$ cat src/shared/sps_pkg.sv
// shared types and constants for the stepper phase sequencer
package sps_pkg;
   localparam int POS_W = 3;
   localparam logic [POS_W-1:0] POS_FULL_MAX = 3'h3;
   localparam logic [POS_W-1:0] POS_HALF_MAX = 3'h7;
   localparam logic [POS_W-1:0] POS_RESET = 3'h0;
   localparam logic [3:0] DRIVE_IDLE = 4'h0;
   localparam int DELAY_W = 24;
   localparam int INDEX_W = 16;
   localparam logic [INDEX_W-1:0] INDEX_RESET = 16'h0000;
   localparam logic [DELAY_W-1:0] DELAY_RESET = 24'h000000;
   localparam logic [DELAY_W-1:0] DELAY_MIN = 24'h000001;
   localparam int DIV_STEPS = DELAY_W + 2;
   localparam logic [1:0] STEP_MUL = 2'h2;
   localparam logic [2:0] INDEX_MUL = 3'h4;

   // winding drive to the bridge: coil a and b, each with its two bridge halves
   typedef struct packed {
      logic a_pos;
      logic a_neg;
      logic b_pos;
      logic b_neg;
   } sps_drive_t;

   typedef struct packed {
      logic valid;
      logic dir_up;
      logic half_mode;
   } sps_step_req_t;

   typedef enum logic [2:0] {
      SPS_DIV_IDLE = 3'b001,
      SPS_DIV_RUN  = 3'b010,
      SPS_DIV_DONE = 3'b100
   } sps_div_state_t;
endpackage : sps_pkg

$ cat src/sps_phase_seq.sv
// stepper phase sequencer: position counter, pattern table, delay engine
// Notes on behaviour
// - each step request moves the position counter by one, direction chosen, or to 0 if it lies above the mode's top
// - full-step mode cycles the counter through 0 to 3
// - half-step mode cycles the counter through 0 to 7
// - counter indexes the pattern table; chosen pattern drives the bridge
// - next delay is previous minus twice previous over four times index plus one
// - first delay is the supplied square-root start value in timer ticks
// - step requests are served the cycle they arrive, never postponed
`timescale 1ns/10ps
module sps_phase_seq #(
   parameter int DELAY_W = sps_pkg::DELAY_W,
   parameter int INDEX_W = sps_pkg::INDEX_W
) (
   input  wire logic                    clock_i,
   input  wire logic                    reset_n_i,
   input  wire sps_pkg::sps_step_req_t  step_req_i,
   input  wire logic                    ramp_load_i,
   input  wire logic [DELAY_W-1:0]      ramp_c0_i,
   input  wire logic                    ramp_next_i,
   output sps_pkg::sps_drive_t          drive_o,
   output logic [sps_pkg::POS_W-1:0]    position_o,
   output logic [DELAY_W-1:0]           step_delay_o,
   output logic [INDEX_W-1:0]           ramp_index_o,
   output logic                         ramp_busy_o
);
   if (DELAY_W < 4 || DELAY_W > 61 || INDEX_W < 2) begin : g_bad_width
      $error("sps_phase_seq: widths out of range");
   end

   logic [sps_pkg::POS_W-1:0] position, next_position;
   sps_pkg::sps_drive_t       drive, next_drive;
   logic                      half_mode, next_half_mode;

   function automatic logic [sps_pkg::POS_W-1:0] top_of(input logic half);
      top_of = half ? sps_pkg::POS_HALF_MAX : sps_pkg::POS_FULL_MAX;
   endfunction : top_of

   // half-step table; full-step uses the single-coil entries (even slots)
   function automatic sps_pkg::sps_drive_t pattern_of(input logic [sps_pkg::POS_W-1:0] pos,
                                                      input logic half);
      logic [sps_pkg::POS_W-1:0] slot;
      slot = half ? pos : {pos[1:0], 1'b0};
      unique case (slot)
         3'h0: pattern_of = 4'h8;
         3'h1: pattern_of = 4'hA;
         3'h2: pattern_of = 4'h2;
         3'h3: pattern_of = 4'h6;
         3'h4: pattern_of = 4'h4;
         3'h5: pattern_of = 4'h5;
         3'h6: pattern_of = 4'h1;
         3'h7: pattern_of = 4'h9;
      endcase
   endfunction : pattern_of

   always_comb begin
      logic [sps_pkg::POS_W-1:0] top;
      top            = top_of(step_req_i.half_mode);
      next_position  = position;
      next_half_mode = half_mode;
      // request handled the cycle it arrives, no arbitration stage
      if (step_req_i.valid) begin
         next_half_mode = step_req_i.half_mode;
         if (position > top)
            next_position = sps_pkg::POS_RESET;
         else if (step_req_i.dir_up)
            next_position = (position == top) ? sps_pkg::POS_RESET : position + 3'h1;
         else
            next_position = (position == sps_pkg::POS_RESET) ? top : position - 3'h1;
      end
      next_drive = pattern_of(next_position, next_half_mode);
   end

   always_ff @(posedge clock_i or negedge reset_n_i) begin
      if (!reset_n_i) begin
         position  <= sps_pkg::POS_RESET;
         half_mode <= 1'b0;
         drive     <= sps_pkg::DRIVE_IDLE;
      end else begin
         position  <= next_position;
         half_mode <= next_half_mode;
         drive     <= next_drive;
      end
   end

   logic [DELAY_W-1:0] calc_delay;
   logic [INDEX_W-1:0] calc_index;
   logic               calc_busy;

   // ramp controller only issues a request on timer expiry, so delay is ready by then
   sps_delay_calc #(
      .DELAY_W (DELAY_W),
      .INDEX_W (INDEX_W)
   ) u_delay (
      .clock_i   (clock_i),
      .reset_n_i (reset_n_i),
      .load_i    (ramp_load_i),
      .c0_i      (ramp_c0_i),
      .next_i    (ramp_next_i),
      .delay_o   (calc_delay),
      .index_o   (calc_index),
      .busy_o    (calc_busy)
   );

   logic [DELAY_W-1:0] delay_q;
   logic [INDEX_W-1:0] index_q;
   logic               busy_q;

   always_ff @(posedge clock_i or negedge reset_n_i) begin
      if (!reset_n_i) begin
         delay_q <= sps_pkg::DELAY_RESET;
         index_q <= sps_pkg::INDEX_RESET;
         busy_q  <= 1'b0;
      end else begin
         delay_q <= calc_delay;
         index_q <= calc_index;
         busy_q  <= calc_busy;
      end
   end

   assign drive_o      = drive;
   assign position_o   = position;
   assign step_delay_o = delay_q;
   assign ramp_index_o = index_q;
   assign ramp_busy_o  = busy_q;
endmodule : sps_phase_seq

$ cat src/sps_delay_calc.sv
// inter-step delay recurrence engine with carried remainder
`timescale 1ns/10ps
module sps_delay_calc #(
   parameter int DELAY_W = sps_pkg::DELAY_W,
   parameter int INDEX_W = sps_pkg::INDEX_W
) (
   input  wire logic               clock_i,
   input  wire logic               reset_n_i,
   input  wire logic               load_i,
   input  wire logic [DELAY_W-1:0] c0_i,
   input  wire logic               next_i,
   output logic [DELAY_W-1:0]      delay_o,
   output logic [INDEX_W-1:0]      index_o,
   output logic                    busy_o
);
   localparam int NUM_W   = DELAY_W + 2;
   localparam int DEN_W   = INDEX_W + 3;
   // one divide cycle per numerator bit, then the done cycle
   localparam int DIV_LAT = NUM_W + 1;

   // six-bit bit counter caps the numerator width
   if (DELAY_W < 4 || DELAY_W > 61 || INDEX_W < 2) begin : g_bad_width
      $error("sps_delay_calc: widths out of range");
   end

   sps_pkg::sps_div_state_t state, next_state;
   logic [DELAY_W-1:0] delay, next_delay;
   logic [INDEX_W-1:0] index, next_index;
   logic [NUM_W-1:0]   rem, next_rem;
   logic [NUM_W-1:0]   quo, next_quo;
   logic [NUM_W-1:0]   work, next_work;
   logic [DEN_W-1:0]   den, next_den;
   logic [NUM_W-1:0]   carry, next_carry;
   logic [5:0]         cnt, next_cnt;

   // serial divide: one quotient bit per clock keeps the step path small
   always_comb begin
      logic [NUM_W:0] trial;
      trial      = '0;
      next_state = state;
      next_delay = delay;
      next_index = index;
      next_rem   = rem;
      next_quo   = quo;
      next_work  = work;
      next_den   = den;
      next_carry = carry;
      next_cnt   = cnt;
      unique case (state)
         sps_pkg::SPS_DIV_IDLE: begin
            if (load_i) begin
               next_delay = c0_i;
               next_index = sps_pkg::INDEX_RESET;
               next_carry = '0;
            end else if (next_i) begin
               next_index = index + INDEX_W'(1);
               next_work  = NUM_W'(sps_pkg::STEP_MUL) * NUM_W'(delay) + carry;
               next_den   = DEN_W'(sps_pkg::INDEX_MUL) * DEN_W'(index + INDEX_W'(1)) + DEN_W'(1);
               next_rem   = '0;
               next_quo   = '0;
               next_cnt   = 6'(NUM_W);
               next_state = sps_pkg::SPS_DIV_RUN;
            end
         end
         sps_pkg::SPS_DIV_RUN: begin
            trial     = {rem, work[NUM_W-1]};
            next_work = {work[NUM_W-2:0], 1'b0};
            if (trial >= (NUM_W+1)'(den)) begin
               next_rem = NUM_W'(trial - (NUM_W+1)'(den));
               next_quo = {quo[NUM_W-2:0], 1'b1};
            end else begin
               next_rem = trial[NUM_W-1:0];
               next_quo = {quo[NUM_W-2:0], 1'b0};
            end
            next_cnt = cnt - 6'h01;
            if (cnt == 6'h01) next_state = sps_pkg::SPS_DIV_DONE;
         end
         sps_pkg::SPS_DIV_DONE: begin
            // floor at one tick so the step timer never stalls
            if (NUM_W'(delay) > quo && NUM_W'(delay) - quo >= NUM_W'(sps_pkg::DELAY_MIN))
               next_delay = DELAY_W'(NUM_W'(delay) - quo);
            else
               next_delay = sps_pkg::DELAY_MIN;
            next_carry = rem;
            next_state = sps_pkg::SPS_DIV_IDLE;
         end
         default: next_state = sps_pkg::SPS_DIV_IDLE;
      endcase
   end

   always_ff @(posedge clock_i or negedge reset_n_i) begin
      if (!reset_n_i) begin
         state <= sps_pkg::SPS_DIV_IDLE;
         delay <= sps_pkg::DELAY_RESET;
         index <= sps_pkg::INDEX_RESET;
         rem   <= '0;
         quo   <= '0;
         work  <= '0;
         den   <= '0;
         carry <= '0;
         cnt   <= '0;
      end else begin
         state <= next_state;
         delay <= next_delay;
         index <= next_index;
         rem   <= next_rem;
         quo   <= next_quo;
         work  <= next_work;
         den   <= next_den;
         carry <= next_carry;
         cnt   <= next_cnt;
      end
   end

   assign delay_o = delay;
   assign index_o = index;
   assign busy_o  = (state != sps_pkg::SPS_DIV_IDLE);
endmodule : sps_delay_calc

$ cat config.mk
export PLATFORM = sky130hd
export DESIGN_NAME = sps_phase_seq
export DESIGN_NICKNAME = d
export VERILOG_FILES = /design/src/shared/sps_pkg.sv /design/src/sps_phase_seq.sv /design/src/sps_delay_calc.sv
export SDC_FILE = /design/constraint.sdc
export NUM_CORES = 1
export LEC_CHECK = 0
export ABC_AREA = 1
export BUFFER_PORTS_ARGS = -buffer_cell sky130_fd_sc_hd__buf_2
export CAP_MARGIN = 15
export CORE_ASPECT_RATIO = 0.7
export CORE_MARGIN = 5
export CORE_UTILIZATION = 50
export DETAILED_ROUTE_END_ITERATION = 12
export GPL_TIMING_DRIVEN = 0
export PLACE_DENSITY = 0.69
export SYNTH_ARGS = -nofsm -noshare
export SYNTH_HDL_FRONTEND = slang
export SYNTH_SLANG_ARGS = --single-unit
$ cat constraint.sdc
create_clock -name clock_i -period 3 [get_ports clock_i]
set_clock_uncertainty 0.2 [all_clocks]
set_input_delay 0.15 -clock clock_i [delete_from_list [all_inputs] [get_ports clock_i]]
set_output_delay 0.15 -clock clock_i [all_outputs]
set_load 0.03 [all_outputs]
==> impl_metrics.csv <==
group,metric,value,unit
outcome,status,"finished clean",
timing,hold_viol,0,
cts,clk_pin_slew,0.06,ns
timing,final.period_utilization,0.995,
hold_path,hold_path.class,"in -> async",
critical_path,r2r_slack,0.01,ns
finish,seq_area,0.00552,sq mm
synthesis,synth-async-reset-ratio,1.00,
synthesis,yosys_warnings,0,
global_route,grt_pass1_wl,64500,um
critical_path,worstSetupPathType,"reg -> reg",
placement,postPlaceCellArea,0.0141,sq mm
global_route,grt_max_degree,121,
finish,fillers,2223,
power_and_ir_drop,pwr_density_cell,927,mW/mm^2
routing,drt_iter0_markers,1295,
flow_run,maxCapViolations,0,
global_route,grt_usage,0.271,
cts,h-tree-depth,1,
power_and_ir_drop,p_leak,7.76,nW
routing,viasPerCell,5.55,
timing,hold_ws,0.0575,ns
global_route,grt_pass1_vias,11396,
global_route,antenna_found_initial,0,
synthesis,synth-edff-count,0,
cts,cts_max_path_buffers,3,
power_and_ir_drop,vdd_drop_max,0.799,mV
floorplan,dieArea,0.0298,sq mm
synthesis,yosysMostFrequentCell,"nand2_1",
timing,worst_slew_pin_slew,0.829,ns
finish,layout-drive-gt1-share,0.170,
finish,antenna_cells,0,
critical_path,crit_path_end_kind,"flop",
cts,insertion_delay,0.54,ns
placement,place.gp.congestion,0.970,
synthesis,synth_top_area_cell,"dfrtp_1",
synthesis,synth_ff_type,"dfrtp_1",
floorplan,std_cell_rows,49,
critical_path,r2r_cells,18,
critical_path,worst_ep_arrival_time,3.21,ns
cts,cts-root-buf,"clkbuf_16",
synthesis,synth_common_cells,"nand2_1 (361), inv_1 (268), dfrtp_1 (219)",
synthesis,netlist.area_leader.share,0.415,
cts,cts_buffers,24,
synthesis,syn-num-nets,1831,
synthesis,syn_area,0.0132,sq mm
floorplan,io_pins,79,
synthesis,synth_seq_cells,220,
floorplan,initial_core_util,0.511,
routing,wl_per_cell,18.7,um
routing,drc,0,
routing,ant_nets,0,
routing,wl,42100,um
synthesis,synth_area_leaders,"dfrtp_1 (42%), nand2_1 (10%), inv_1 (7.6%)",
finish,multi_input_area,0.00717,sq mm
cts,cts_sinks,220,
placement,post-place-cells,2162,
synthesis,ys_types,50,
finish,area_delta_synth_final,22.7,%
floorplan,die_x,204,um
timing,rsz0062_at_grt,"true",
placement,portBuffers,78,
synthesis,syn_avg_cell_area,7.65,sq um
placement,hpwl,31200,um
routing,dr_total_vias,12463,
floorplan,coreArea,0.0258,sq mm
routing,dr.pass1.iters,6,
timing,setup_viol_count_final,0,
critical_path,r2r-end,"u_delay.delay_o[14]$_DFFE_PN0P_",
finish,final_util,0.627,
timing,fmax,335,MHz
global_route,globalRouteOverflowTotal,0,
synthesis,ys_seq_area_frac,0.417,
cts,cts_tree,"done",
timing,relSlewSlack,0.447,
finish,stdcell_area,0.0162,sq mm
critical_path,r2r-start,"u_delay.delay_o[8]$_DFFE_PN0P_",
critical_path,startpoint_type,"flop",
finish,stdcell_count,2247,
timing,period_needed,2.99,ns
floorplan,dieHeight,146,um
timing,final_max_slew_viol_count,0,
critical_path,critPathRequiredTime,3.22,ns
finish,fin_nets,1982,
critical_path,path_max_fanout,5,
synthesis,syn-instance-count,1724,
## cell type report
| cell class | instances | share of cell area |
|---|---|---|
| repair buffers | 125 | 0.0583 |
| plain buffers | 44 | 0.0139 |
| multi-input cells | 1175 | 0.443 |
| clock inverters | 8 | 0.00742 |
| inverters | 285 | 0.0661 |
| well taps | 357 | 0.0276 |
| flip-flops and latches | 220 | 0.341 |
| clock buffers | 33 | 0.0424 |
## what timing repair did
item,4_1_cts,5_1_grt
setup endpoints to repair,46,57
setup buffers,1,10
gates cloned,0,2
resized for setup,13,158
pin swaps,0,22
endpoints found under the hold margin,155,0
hold buffers,31,0
## kinds of logic (layout without fill, tap and decap cells)
family / after synthesis / count (layout) / share of synthesized area
xor gates and xnor gates: 39 / 39 / 0.0259
and+or+nand+nor: 668 / 668 / 0.222
buffers and inverters: 329 / 495 / 0.0962
AOI/OAI and AO/OA: 392 / 392 / 0.165
DFF: 220 / 220 / 0.417
adders and majority gates: 76 / 76 / 0.0732
## critical path, cell delays in order (launching register included)
cell       delay, ns
dfrtp_2         0.48
ha_4            0.29
nand2_2         0.14
inv_2           0.04
nand2_1         0.05
nand2_1         0.12
inv_2           0.10
nand3_2         0.17
nand2_1         0.13
nand3_1         0.08
nand2_1         0.07
nand2_1         0.06
nor2_2          0.14
nand2_2         0.08
nor2_4          0.15
nand3_4         0.20
clkbuf_16       0.24
nand3_4         0.07
a21oi_2         0.05
## cell usage in the layout (no fill, tap or decap), types with 38 or more instances in the layout
| master | synthesis | routed |
|---|---|---|
| nand2_1 | 361 | 337 |
| inv_1 | 268 | 265 |
| dfrtp_1 | 219 | 205 |
| o21ai_0 | 172 | 168 |
| nor2_1 | 140 | 128 |
| a21oi_1 | 114 | 92 |
| buf_2 | 3 | 78 |
| nand3_1 | 68 | 63 |
| ha_1 | 74 | 48 |
| clkbuf_1 | 35 | 38 |
## per-stage QoR
stage / worst slack [ns] / setup TNS [ns] / power [mW]
after floorplan: 0.395 / 0 / 8.99
after global placement: -2.24 / -488.19 / 10.9
after detailed placement: -0.110 / -3.19 / 11.0
after CTS: 0.00193 / 0 / 14.3
after global routing: -0.0807 / -1.45 / 16.0
final: 0.0140 / 0 / 15.0
## how the worst max path moves through the flow
stage                                           end  slack, ns  cells after the start                             from
floorplan            u_delay.delay_o[4]$_DFFE_PN0P_       0.39                     16   u_delay.delay_o[0]$_DFFE_PN0P_
global placement         u_delay.cnt[3]$_DFFE_PN0P_      -2.24                      1                        reset_n_i
detailed placement  u_delay.delay_o[13]$_DFFE_PN0P_      -0.11                     16  u_delay.delay_o[17]$_DFFE_PN0P_
CTS                 u_delay.delay_o[13]$_DFFE_PN0P_      0.002                     15  u_delay.delay_o[16]$_DFFE_PN0P_
global route        u_delay.delay_o[15]$_DFFE_PN0P_      -0.08                     19   u_delay.delay_o[0]$_DFFE_PN0P_
finish              u_delay.delay_o[14]$_DFFE_PN0P_       0.01                     18   u_delay.delay_o[8]$_DFFE_PN0P_
## sequential cells by signal (all words and copies together) (netlist names)
name and cells:
ramp_index_o 16, position_o 3, ramp_busy_o 1, u_delay.den 18, drive_o 4, u_delay.delay_o 24
step_delay_o 24, u_delay.quo 26, u_delay.state 3, u_delay.rem 26, u_delay.cnt 6, u_delay.index_o 16
u_delay.work 26, half_mode 1, u_delay.carry 26
## power by group
group	internal (mW)	switching [mW]	total (mW)
combinational	2.65	5.24	7.89
clock	1.85	1.26	3.11
sequential	3.53	0.477	4.00
## per-layer routing
layer / vias up / GRT usage / share of wire
li1: 5953 / - / -
met3: 47 / 0.0630 / 0.092
met1: 5976 / 0.462 / 0.51
met5: - / 0 / 0
met2: 487 / 0.347 / 0.38
met4: 0 / 0.0402 / 0.014
Note: power is estimated with default switching activity, not from simulation.
